==> config.mk <==
export PLATFORM = sky130hd
export DESIGN_NAME = psw_main
export DESIGN_NICKNAME = d
export VERILOG_FILES = /design/src/logic/psw_tick.v /design/src/logic/psw_qualify.v /design/src/logic/psw_main.v
export VERILOG_INCLUDE_DIRS = /design/src /design/src/logic
export SDC_FILE = /design/constraint.sdc
export NUM_CORES = 1
export LEC_CHECK = 0
export BUFFER_PORTS_ARGS = -buffer_cell sky130_fd_sc_hd__buf_2
export CORE_UTILIZATION = 47
export DETAILED_ROUTE_END_ITERATION = 12
export PLACE_DENSITY = 0.63
export SLEW_MARGIN = 20
export SYNTH_ARGS = -nofsm -noshare
export SYNTH_HDL_FRONTEND = slang
export SYNTH_SLANG_ARGS = --single-unit
==> constraint.sdc <==
create_clock -name clk -period 5.8 [get_ports clk]
set_input_delay 1.45 -clock clk [delete_from_list [all_inputs] [get_ports clk]]
set_output_delay 1.45 -clock clk [all_outputs]
set_load 0.01 [all_outputs]
==> src/logic/psw_regs.vh <==
`ifndef PSW_REGS_VH
`define PSW_REGS_VH

// ****************************************************************
// Register addresses on the special function register port
// ****************************************************************
`define PSW_ADDR_INTERRUPT_ENABLE_PRIORITY_TWO 8'hA9
`define PSW_ADDR_CONV_START 8'hD8
`define PSW_ADDR_BAT_VALUE 8'hDF
`define PSW_ADDR_EVENT_ENABLE 8'hEC
`define PSW_ADDR_DELTA 8'hF3
`define PSW_ADDR_PERIPHERAL_CONFIG 8'hF4
`define PSW_ADDR_EVENT_FLAGS 8'hF8
`define PSW_ADDR_BAT_THRESH 8'hFA

// ****************************************************************
// Field positions
// ****************************************************************
`define PSW_BIT_MASTER_EN 1
`define PSW_BIT_SUP_LOW 0
`define PSW_BIT_SWITCHOVER 1
`define PSW_BIT_BAT_MON 2
`define PSW_BIT_SUP_ADC 3
`define PSW_BIT_SAG 5
`define PSW_BIT_RAIL_SRC 6
`define PSW_BIT_RESTORE 7

// Switchover source select codes
`define PSW_SRC_MAIN_LOW 2'h0
`define PSW_SRC_SUP_LOW 2'h1

// ****************************************************************
// Reset values
// ****************************************************************
`define PSW_RST_INTERRUPT_ENABLE_PRIORITY_TWO 8'h00
`define PSW_RST_CONV_START 8'h00
`define PSW_RST_BAT_VALUE 8'h00
`define PSW_RST_EVENT_ENABLE 8'h00
`define PSW_RST_DELTA 8'h00
`define PSW_RST_PERIPHERAL_CONFIG 8'h00
`define PSW_RST_EVENT_FLAGS 8'h00
`define PSW_RST_BAT_THRESH 8'h00

// ****************************************************************
// Timing
// ****************************************************************
`define PSW_CLK_HZ 20000000
`define PSW_MS_PER_S 1000
`define PSW_T_SWITCH_MS 8'h1E
`define PSW_T_RESTORE_MS 8'h82
`define PSW_T_SAMPLE_MS 8'h64

`endif

==> src/logic/psw_tick.v <==
`include "psw_regs.vh"

// ****************************************************************
// Millisecond enable pulse divider
// ****************************************************************
module psw_tick #(
   parameter TICK_CYCLES = `PSW_CLK_HZ / `PSW_MS_PER_S
) (
   // Clock and reset
   input wire clk,
   input wire srst,
   // Enable pulse
   output reg tick
);

   reg [19:0] count;

   always @(posedge clk) begin
      if (srst) begin
         count <= 20'h00000;
         tick <= 1'b0;
      end else if (count == TICK_CYCLES[19:0] - 20'h00001) begin
         count <= 20'h00000;
         tick <= 1'b1;
      end else begin
         count <= count + 20'h00001;
         tick <= 1'b0;
      end
   end

endmodule

==> src/logic/psw_qualify.v <==
`include "psw_regs.vh"

// ****************************************************************
// Condition qualifier: done once cond has held for LIMIT ticks
// ****************************************************************
module psw_qualify #(
   parameter [7:0] LIMIT = 8'h01
) (
   // Clock and reset
   input wire clk,
   input wire srst,
   // Millisecond enable and condition
   input wire tick,
   input wire cond,
   // Qualified condition
   output wire done
);

   reg [7:0] count;

   // Any drop of the condition restarts the wait
   always @(posedge clk) begin
      if (srst || !cond) begin
         count <= 8'h00;
      end else if (tick && count != LIMIT) begin
         count <= count + 8'h01;
      end
   end

   assign done = cond && (count == LIMIT);

endmodule

==> src/logic/psw_main.v <==
// Behaviour
// - On battery, return to main only when all restore conditions hold, main above 2.75 V.
// - With supervisory source selected, return also needs supervisory input above 1.2 V.
// - With control pin enabled, return needs pin high plus a supply restore condition.
// - Shared power interrupt off after reset; master enable is bit 1 of register A9.
// - All power events share one interrupt; per-source enable register selects them.
// - Each flag stays set until software writes 0 to that bit.
// - Main to battery change sets switchover flag bit 1; enable bit 1 allows interrupt.
// - Battery to main change sets restore flag bit 7; enable bit 7 allows interrupt.
// - Switchover and restore flags set regardless of their enable bits.
// - Read-only bit 6 of peripheral config reads 1 on main, 0 on battery.
// - Supervisory reading changing more than delta threshold sets bit 3 interrupt source.
// - Supervisory input converted periodically and on conversion-start write; ready flagged.
// - Battery flag bit 2 set on reading below threshold or new result ready.
// - Supervisory low flag bit 0 set while input below 1.2 V; enable bit 0.
// - Sag flag bit 5 set on qualified line sag; enable bit 5.
// - Supervisory-low switchover happens about 30 ms after input falls below threshold.
// - After restore conditions met, rail returns to main after about 130 ms.
// - Source field 01 selects supervisory-low trigger, 00 selects main-supply-low trigger.
// - When enabled, falling edge on control pin switches to battery at any time.
// - Switchover disable bit keeps the rail on the main supply.
`include "psw_regs.vh"

module psw_main #(
   parameter TICK_CYCLES = `PSW_CLK_HZ / `PSW_MS_PER_S
) (
   // Clock and reset
   input wire clk,
   input wire srst,
   // Special function register port
   input wire [7:0] sfr_addr,
   input wire sfr_we,
   input wire sfr_re,
   input wire [7:0] sfr_wdata,
   output reg [7:0] sfr_rdata,
   // Comparator levels
   input wire main_supply_ok,
   input wire supervisory_input_ok,
   // Battery control pin and switchover configuration
   input wire battery_control_pin,
   input wire battery_control_enable,
   input wire [1:0] switchover_source_select,
   input wire switchover_disable,
   // Supervisory input converter
   output reg supervisory_conv_start,
   input wire supervisory_adc_done,
   input wire [7:0] supervisory_adc_result,
   output reg supervisory_result_ready,
   // Battery converter
   input wire battery_adc_done,
   input wire [7:0] battery_adc_result,
   // Sag detector event
   input wire sag_event,
   // Rail switch and interrupt
   output reg rail_on_main,
   output wire power_irq
);

   localparam ST_MAIN = 1'b0;
   localparam ST_BAT = 1'b1;

   // ****************************************************************
   // Address decode
   // ****************************************************************
   function hit;
      input [7:0] addr;
      input [7:0] offset;
      begin
         hit = (addr == offset);
      end
   endfunction

   // Configuration byte as read, with the live rail source in its read-only bit
   function [7:0] peripheral_config_view;
      input [7:0] cfg;
      input on_main;
      begin
         peripheral_config_view = cfg;
         peripheral_config_view[`PSW_BIT_RAIL_SRC] = on_main;
      end
   endfunction

   // ****************************************************************
   // Registers
   // ****************************************************************
   reg [7:0] interrupt_enable_priority_two;
   reg [7:0] conversion_start;
   reg [7:0] battery_adc_value;
   reg [7:0] power_event_enable;
   reg [7:0] delta_threshold;
   reg [7:0] peripheral_config;
   reg [7:0] power_event_flags;
   reg [7:0] battery_threshold;

   // ****************************************************************
   // Internal state
   // ****************************************************************
   wire [7:0] next_flags;
   reg [7:0] event_set;
   reg [7:0] last_supervisory;
   reg [7:0] delta;
   reg state;
   reg next_state;
   reg pin_prev;
   reg [7:0] sample_ms;

   wire tick;
   wire sup_low_qualified;
   wire restore_qualified;
   wire pin_fall;
   wire restore_cond;
   wire go_battery;
   wire to_battery;
   wire to_main;
   wire flag_write;
   genvar gi;

   // ****************************************************************
   // Timebase and qualifiers
   // ****************************************************************
   psw_tick #(
      .TICK_CYCLES(TICK_CYCLES)
   ) u_tick (
      .clk(clk),
      .srst(srst),
      .tick(tick)
   );

   psw_qualify #(
      .LIMIT(`PSW_T_SWITCH_MS)
   ) u_sup_low (
      .clk(clk),
      .srst(srst),
      .tick(tick),
      .cond(!supervisory_input_ok),
      .done(sup_low_qualified)
   );

   psw_qualify #(
      .LIMIT(`PSW_T_RESTORE_MS)
   ) u_restore (
      .clk(clk),
      .srst(srst),
      .tick(tick),
      .cond(restore_cond && state == ST_BAT),
      .done(restore_qualified)
   );

   // ****************************************************************
   // Rail source selection
   // ****************************************************************
   assign pin_fall = battery_control_enable && pin_prev && !battery_control_pin;

   // ****************************************************************
   // Restore and switchover conditions
   // ****************************************************************
   // Supply part of the restore condition depends on the selected source
   assign restore_cond = main_supply_ok
      && (switchover_source_select != `PSW_SRC_SUP_LOW || supervisory_input_ok)
      && (!battery_control_enable || battery_control_pin);

   assign go_battery = pin_fall
      || (switchover_source_select == `PSW_SRC_SUP_LOW && sup_low_qualified)
      || (switchover_source_select == `PSW_SRC_MAIN_LOW && !main_supply_ok);

   // ****************************************************************
   // Rail state machine
   // ****************************************************************
   always @* begin
      next_state = state;
      case (state)
         ST_MAIN: begin
            if (!switchover_disable && go_battery) begin
               next_state = ST_BAT;
            end
         end
         ST_BAT: begin
            if (switchover_disable) begin
               next_state = ST_MAIN;
            end else if (restore_qualified) begin
               next_state = ST_MAIN;
            end
         end
         default: begin
            next_state = ST_MAIN;
         end
      endcase
   end

   // ****************************************************************
   // Rail switch register
   // ****************************************************************
   assign to_battery = (state == ST_MAIN) && (next_state == ST_BAT);
   assign to_main = (state == ST_BAT) && (next_state == ST_MAIN);

   always @(posedge clk) begin
      if (srst) begin
         state <= ST_MAIN;
         rail_on_main <= 1'b1;
         pin_prev <= 1'b1;
      end else begin
         state <= next_state;
         rail_on_main <= (next_state == ST_MAIN);
         pin_prev <= battery_control_pin;
      end
   end

   // ****************************************************************
   // Supervisory conversions
   // ****************************************************************
   always @* begin
      if (supervisory_adc_result > last_supervisory) begin
         delta = supervisory_adc_result - last_supervisory;
      end else begin
         delta = last_supervisory - supervisory_adc_result;
      end
   end

   // ****************************************************************
   // Conversion scheduling
   // ****************************************************************
   always @(posedge clk) begin
      if (srst) begin
         sample_ms <= 8'h00;
         supervisory_conv_start <= 1'b0;
         supervisory_result_ready <= 1'b0;
         last_supervisory <= 8'h00;
      end else begin
         supervisory_conv_start <= 1'b0;
         if (tick) begin
            if (sample_ms == `PSW_T_SAMPLE_MS - 8'h01) begin
               sample_ms <= 8'h00;
               supervisory_conv_start <= 1'b1;
            end else begin
               sample_ms <= sample_ms + 8'h01;
            end
         end
         if (sfr_we && hit(sfr_addr, `PSW_ADDR_CONV_START)) begin
            supervisory_conv_start <= 1'b1;
         end
         if (supervisory_adc_done) begin
            supervisory_result_ready <= 1'b1;
            last_supervisory <= supervisory_adc_result;
         end else if (sfr_re && hit(sfr_addr, `PSW_ADDR_CONV_START)) begin
            supervisory_result_ready <= 1'b0;
         end
      end
   end

   // ****************************************************************
   // Event flags
   // ****************************************************************
   always @* begin
      event_set = 8'h00;
      event_set[`PSW_BIT_SUP_LOW] = !supervisory_input_ok;
      event_set[`PSW_BIT_SWITCHOVER] = to_battery;
      event_set[`PSW_BIT_BAT_MON] = battery_adc_done
         || (battery_adc_value < battery_threshold);
      event_set[`PSW_BIT_SUP_ADC] = supervisory_adc_done
         && (delta > delta_threshold);
      event_set[`PSW_BIT_SAG] = sag_event;
      event_set[`PSW_BIT_RESTORE] = to_main;
   end

   // ****************************************************************
   // Flag update
   // ****************************************************************
   // Writing 0 clears a flag; a same-cycle event keeps it set
   assign flag_write = sfr_we && hit(sfr_addr, `PSW_ADDR_EVENT_FLAGS);

   generate
      for (gi = 0; gi < 8; gi = gi + 1) begin : g_flag
         assign next_flags[gi] = event_set[gi]
            || (power_event_flags[gi] && !(flag_write && !sfr_wdata[gi]));
      end
   endgenerate

   // ****************************************************************
   // Register writes
   // ****************************************************************
   always @(posedge clk) begin
      if (srst) begin
         interrupt_enable_priority_two <= `PSW_RST_INTERRUPT_ENABLE_PRIORITY_TWO;
         conversion_start <= `PSW_RST_CONV_START;
         battery_adc_value <= `PSW_RST_BAT_VALUE;
         power_event_enable <= `PSW_RST_EVENT_ENABLE;
         delta_threshold <= `PSW_RST_DELTA;
         peripheral_config <= `PSW_RST_PERIPHERAL_CONFIG;
         power_event_flags <= `PSW_RST_EVENT_FLAGS;
         battery_threshold <= `PSW_RST_BAT_THRESH;
      end else begin
         power_event_flags <= next_flags;
         if (battery_adc_done) begin
            battery_adc_value <= battery_adc_result;
         end
         if (sfr_we) begin
            if (hit(sfr_addr, `PSW_ADDR_INTERRUPT_ENABLE_PRIORITY_TWO)) begin
               interrupt_enable_priority_two <= sfr_wdata;
            end
            if (hit(sfr_addr, `PSW_ADDR_CONV_START)) begin
               conversion_start <= sfr_wdata;
            end
            if (hit(sfr_addr, `PSW_ADDR_EVENT_ENABLE)) begin
               power_event_enable <= sfr_wdata;
            end
            if (hit(sfr_addr, `PSW_ADDR_DELTA)) begin
               delta_threshold <= sfr_wdata;
            end
            if (hit(sfr_addr, `PSW_ADDR_PERIPHERAL_CONFIG)) begin
               peripheral_config <= sfr_wdata;
            end
            if (hit(sfr_addr, `PSW_ADDR_BAT_THRESH)) begin
               battery_threshold <= sfr_wdata;
            end
         end
      end
   end

   // ****************************************************************
   // Register reads
   // ****************************************************************
   always @(posedge clk) begin
      if (srst) begin
         sfr_rdata <= 8'h00;
      end else if (sfr_re) begin
         case (sfr_addr)
            `PSW_ADDR_INTERRUPT_ENABLE_PRIORITY_TWO: sfr_rdata <= interrupt_enable_priority_two;
            `PSW_ADDR_CONV_START: sfr_rdata <= conversion_start;
            `PSW_ADDR_BAT_VALUE: sfr_rdata <= battery_adc_value;
            `PSW_ADDR_EVENT_ENABLE: sfr_rdata <= power_event_enable;
            `PSW_ADDR_DELTA: sfr_rdata <= delta_threshold;
            `PSW_ADDR_PERIPHERAL_CONFIG: sfr_rdata <= peripheral_config_view(peripheral_config, rail_on_main);
            `PSW_ADDR_EVENT_FLAGS: sfr_rdata <= power_event_flags;
            `PSW_ADDR_BAT_THRESH: sfr_rdata <= battery_threshold;
            default: sfr_rdata <= 8'h00;
         endcase
      end
   end

   // ****************************************************************
   // Shared interrupt
   // ****************************************************************
   assign power_irq = interrupt_enable_priority_two[`PSW_BIT_MASTER_EN]
      && |(power_event_flags & power_event_enable);

endmodule

==> flow_summary.html <==
<table>
<tr><th>Metric</th><th>Value</th></tr>
<tr><th colspan="2">Status</th></tr>
<tr><td>Status</td><td>finished clean</td></tr>
<tr><th colspan="2">Clock tree</th></tr>
<tr><td>Setup fix buffers added after clock tree synthesis</td><td>0</td></tr>
<tr><td>Clock Tree Root</td><td>clkbuf_16</td></tr>
<tr><td>Clock tree from TritonCTS</td><td>done</td></tr>
<tr><td>Cts bufs inserted</td><td>17</td></tr>
<tr><td>Count of H-tree levels built during CTS</td><td>4</td></tr>
<tr><td>Count of cells resized by post-cts repair</td><td>0</td></tr>
<tr><td>Latest clock arrival within the worst-skew pair</td><td>0.41 ns</td></tr>
<tr><td>Count of hold-fix buffers inserted at cts</td><td>0</td></tr>
<tr><td>Clock transition at the registers of the reported paths</td><td>0.06 ns</td></tr>
<tr><td>Number of clock sinks seen by CTS</td><td>129</td></tr>
<tr><td>CTS Buffer Depth</td><td>2</td></tr>
<tr><th colspan="2">Floorplanning</th></tr>
<tr><td>Chip Height</td><td>121.5 um</td></tr>
<tr><td>Die area</td><td>14770 sq um</td></tr>
<tr><td>Num ports</td><td>58</td></tr>
<tr><td>Initial cell density of the core</td><td>0.4820</td></tr>
<tr><td>Total number of placement rows</td><td>43</td></tr>
<tr><td>Horiz. Die Dim</td><td>121.5 um</td></tr>
<tr><td>Core Footprint</td><td>13930 sq um</td></tr>
<tr><th colspan="2">STA</th></tr>
<tr><td>Setup violations, final</td><td>0</td></tr>
<tr><td>Clock Skew</td><td>0.007380 ns</td></tr>
<tr><td>Unrepaired setup endpoints after global routing</td><td>no</td></tr>
<tr><td>Fin Setup TNS</td><td>0 ns</td></tr>
<tr><td>Max Transition Viols Final</td><td>0</td></tr>
<tr><td>Tmin final</td><td>3.972 ns</td></tr>
<tr><td>Hold Fails Final Rpt</td><td>0</td></tr>
<tr><td>Share of the cycle needed by the critical path after routing</td><td>0.6848</td></tr>
<tr><td>Relative slew slack</td><td>0.4271</td></tr>
<tr><td>Measured slew at the worst slew-check pin</td><td>0.8594 ns</td></tr>
<tr><td>Fmax</td><td>0.2518 GHz</td></tr>
<tr><th colspan="2">Layout</th></tr>
<tr><td>Fin nets</td><td>892</td></tr>
<tr><td>Fraction of final layout cells sized beyond drive strength 1</td><td>0.1343</td></tr>
<tr><td>Antenna diode instance count</td><td>0</td></tr>
<tr><td>Synth-to-layout area growth</td><td>13.90%</td></tr>
<tr><td># fillers</td><td>1311</td></tr>
<tr><td>Final instance count without filler cells</td><td>999</td></tr>
<tr><th colspan="2">Detailed routing</th></tr>
<tr><td>DRC viols</td><td>0</td></tr>
<tr><td>Average via count per standard cell</td><td>5.455</td></tr>
<tr><td>Sum of routed wire length over all layers</td><td>15340 um</td></tr>
<tr><td>Via count</td><td>5450</td></tr>
<tr><td>Routed length per placed instance</td><td>15.35 um</td></tr>
<tr><td>Number of antenna-violating nets in the routed design</td><td>0</td></tr>
<tr><td>Iteration-0 DRC count of the detailed router</td><td>332</td></tr>
<tr><td>1st-pass router iterations</td><td>5</td></tr>
<tr><th colspan="2">Job</th></tr>
<tr><td>Number of maximum-capacitance violations</td><td>0</td></tr>
<tr><th colspan="2">Global routing</th></tr>
<tr><td>Number of antenna violations at the first check in global routing</td><td>0</td></tr>
<tr><td>Global-route wire length before repair</td><td>25560 um</td></tr>
<tr><td>Grt total ovfl</td><td>0</td></tr>
<tr><td>Vias in the first global route</td><td>5276</td></tr>
<tr><td>Maximum number of pins on one net before global-route repair</td><td>51</td></tr>
<tr><td>Global routing usage summed across all routing layers</td><td>0.2221</td></tr>
<tr><th colspan="2">Yosys</th></tr>
<tr><td>Post-synthesis register bit count</td><td>129</td></tr>
<tr><td>Avg Inst Size Synth</td><td>8.791 sq um</td></tr>
<tr><td>Share of synthesized registers carrying an async set or reset</td><td>0</td></tr>
<tr><td>Number of enable flip-flop cells after synthesis</td><td>0</td></tr>
<tr><td>Prevailing post-synth register cell</td><td>dfxtp_1</td></tr>
<tr><td>Yosys warning total</td><td>0</td></tr>
<tr><td>Post-synth net total</td><td>848</td></tr>
<tr><td>Count of mapped cells out of synthesis</td><td>764</td></tr>
<tr><td>Sequential element share of the synthesized area</td><td>0.3845</td></tr>
<tr><td>Number of distinct library cells after synthesis</td><td>68</td></tr>
<tr><td>Synthesized area</td><td>6716 sq um</td></tr>
<tr><th colspan="2">Placed design</th></tr>
<tr><td>Number of input and output port buffers inserted</td><td>57</td></tr>
<tr><td>Placer's final routability congestion estimate</td><td>0.9137</td></tr>
<tr><td>Placed instance count</td><td>969</td></tr>
<tr><td>Half-perimeter wire length after placement</td><td>11250 um</td></tr>
<tr><th colspan="2">Worst setup path</th></tr>
<tr><td>Worst path arrival time</td><td>4.24 ns</td></tr>
<tr><td>Category of the critical setup timing path</td><td>in2reg</td></tr>
<tr><td>Sort of element at the end of the critical path</td><td>register</td></tr>
<tr><td>Startpoint kind of the worst setup timing path</td><td>input port</td></tr>
<tr><td>Required time of the critical path</td><td>6.07 ns</td></tr>
<tr><td>Top fanout value on the critical path</td><td>9</td></tr>
<tr><th colspan="2">Power</th></tr>
<tr><td>Power Density</td><td>279.2 nW/um^2</td></tr>
<tr><td>Total power</td><td>2.136 mW</td></tr>
<tr><td>Static Leakage</td><td>2.990 nW</td></tr>
<tr><td>Worst supply voltage drop on vdd</td><td>0.2439 mV</td></tr>
<tr><th colspan="2">Hold path</th></tr>
<tr><td>Hold/Removal Path Class</td><td>reg2reg</td></tr>
</table>
==> power by group <==
group          switching (mW)  internal, mW  total (mW)
Combinational           0.121        0.0862       0.207
Sequential             0.0140         0.901       0.915
Clock                   0.377         0.637        1.01
Total                   0.512          1.62        2.14
==> registers in the layout, summed over array words and instances, names as in the netlist <==
register                       flops
state                              1
u_sup_low.count                    8
pin_prev                           1
last_supervisory                   8
sfr_rdata                          8
battery_threshold                  8
u_tick.tick                        1
interrupt_enable_priority_two      8
supervisory_result_ready           1
power_event_enable                 8
sample_ms                          8
rail_on_main                       1
u_tick.count                      20
delta_threshold                    8
battery_adc_value                  8
power_event_flags                  8
conversion_start                   8
peripheral_config                  7
u_restore.count                    8
supervisory_conv_start             1
==> critical path: stages <==
cell      delay, ns
buf_2          0.10
inv_1          0.04
ha_1           0.40
a211oi_1       0.25
o21bai_1       0.18
o21ai_4        0.34
mux2_2         0.38
o211ai_1       0.09
xor2_1         0.18
ha_1           0.26
nor2b_1        0.13
o21ai_0        0.14
nand2b_1       0.08
o221ai_1       0.15
a21oi_1        0.09
==> stage by stage <==
stage | setup slack [ns] | hold slack [ns] | area (sq um) | util
3_5_place_dp | 1.381 | 0.4461 | 7091 | 0.5088
6_report | 1.828 | 0.4566 | 7650 | 0.5490
2_1_floorplan | 1.765 | 0.4300 | 6716 | -
3_3_place_gp | 1.437 | 0.4416 | 7087 | 0.5086
4_1_cts | 1.806 | 0.4547 | 7650 | 0.5490
5_1_grt | 1.621 | 0.4759 | 7650 | 0.5490
==> layout make-up <==
cell class	count	area [sq um]	area share
clock buffers	20	446.7	0.05839
flip-flops and latches	129	2582	0.3376
multi-input cells	561	3836	0.5015
repair buffers	58	292.8	0.03827
inverters	41	153.9	0.02012
clock inverters	10	112.6	0.01472
well taps	180	225.2	0.02944
==> worst paths after layout <==
check	startpoint	endpoint	slack, ns	cells past startpoint
min	conversion_start[6]	conversion_start[6]	0.46	2
min reg2reg	conversion_start[6]	conversion_start[6]	0.46	2
max	supervisory_adc_result[5]	power_event_flags[3]	1.83	15
max reg2reg	last_supervisory[5]	power_event_flags[3]	2.69	13
==> synth_stat cells (4+ instances only) <==
cell	count	area share
mux2i_1	63	0.094
nor2b_1	7	0.0065
o21ai_0	23	0.017
inv_1	41	0.023
nand2_1	39	0.022
nand3b_1	4	0.0045
or2_2	5	0.0047
clkbuf_1	17	0.0095
ha_1	36	0.067
xnor2_1	16	0.021
nand3_1	23	0.017
buf_2	9	0.0067
and3_1	10	0.0093
a21o_1	8	0.0089
nand2b_1	14	0.013
nor2_1	119	0.067
nand4_1	22	0.020
a22oi_1	19	0.021
nor3_1	6	0.0045
dfxtp_1	129	0.38
a211oi_1	6	0.0067
a21oi_1	42	0.031
xor2_1	27	0.035
a31o_1	4	0.0052
==> logic make-up (layout without fill, tap and decap cells) <==
logic type | after synthesis | count (layout) | share of synthesized area
xor+xnor | 43 | 43 | 0.05607
compound gates | 137 | 137 | 0.1339
flops | 129 | 129 | 0.3845
simple gates | 277 | 277 | 0.2086
mux | 66 | 66 | 0.09892
buf+inv | 74 | 129 | 0.04489
fa+ha+maj | 38 | 38 | 0.07303
==> layout by cell type, fill, tap and decap left out, types with 3 or more instances in the layout <==
cell and instances:
dfxtp_1 129, nor2_1 119, mux2i_1 63, buf_2 57, a21oi_1 42, inv_1 41
nand2_1 39, ha_1 36, xor2_1 27, o21ai_0 23, nand3_1 23, nand4_1 22
a22oi_1 19, clkbuf_16 17, xnor2_1 16, nand2b_1 14, and3_1 10, a21o_1 8
nor2b_1 7, a211oi_1 6, nor3_1 6, or2_2 5, nand3b_1 4, a31o_1 4
clkinv_2 4, mux2_2 3, a31oi_1 3, a22o_1 3, nor3b_1 3, o21a_1 3
o22ai_1 3, o2bb2ai_1 3, a221oi_1 3, nor4b_1 3
==> per-layer routing <==
| metal | up-vias | global-route usage | wire, um |
|---|---|---|---|
| li1 | 2763 | - | - |
| met1 | 2562 | 0.2928 | 7307 |
| met2 | 114 | 0.3629 | 7205 |
| met3 | 11 | 0.04307 | 655 |
| met4 | 0 | 0.07485 | 167 |
| met5 | - | 0 | 0 |
No activity file was read; power rests on OpenSTA's default activity.
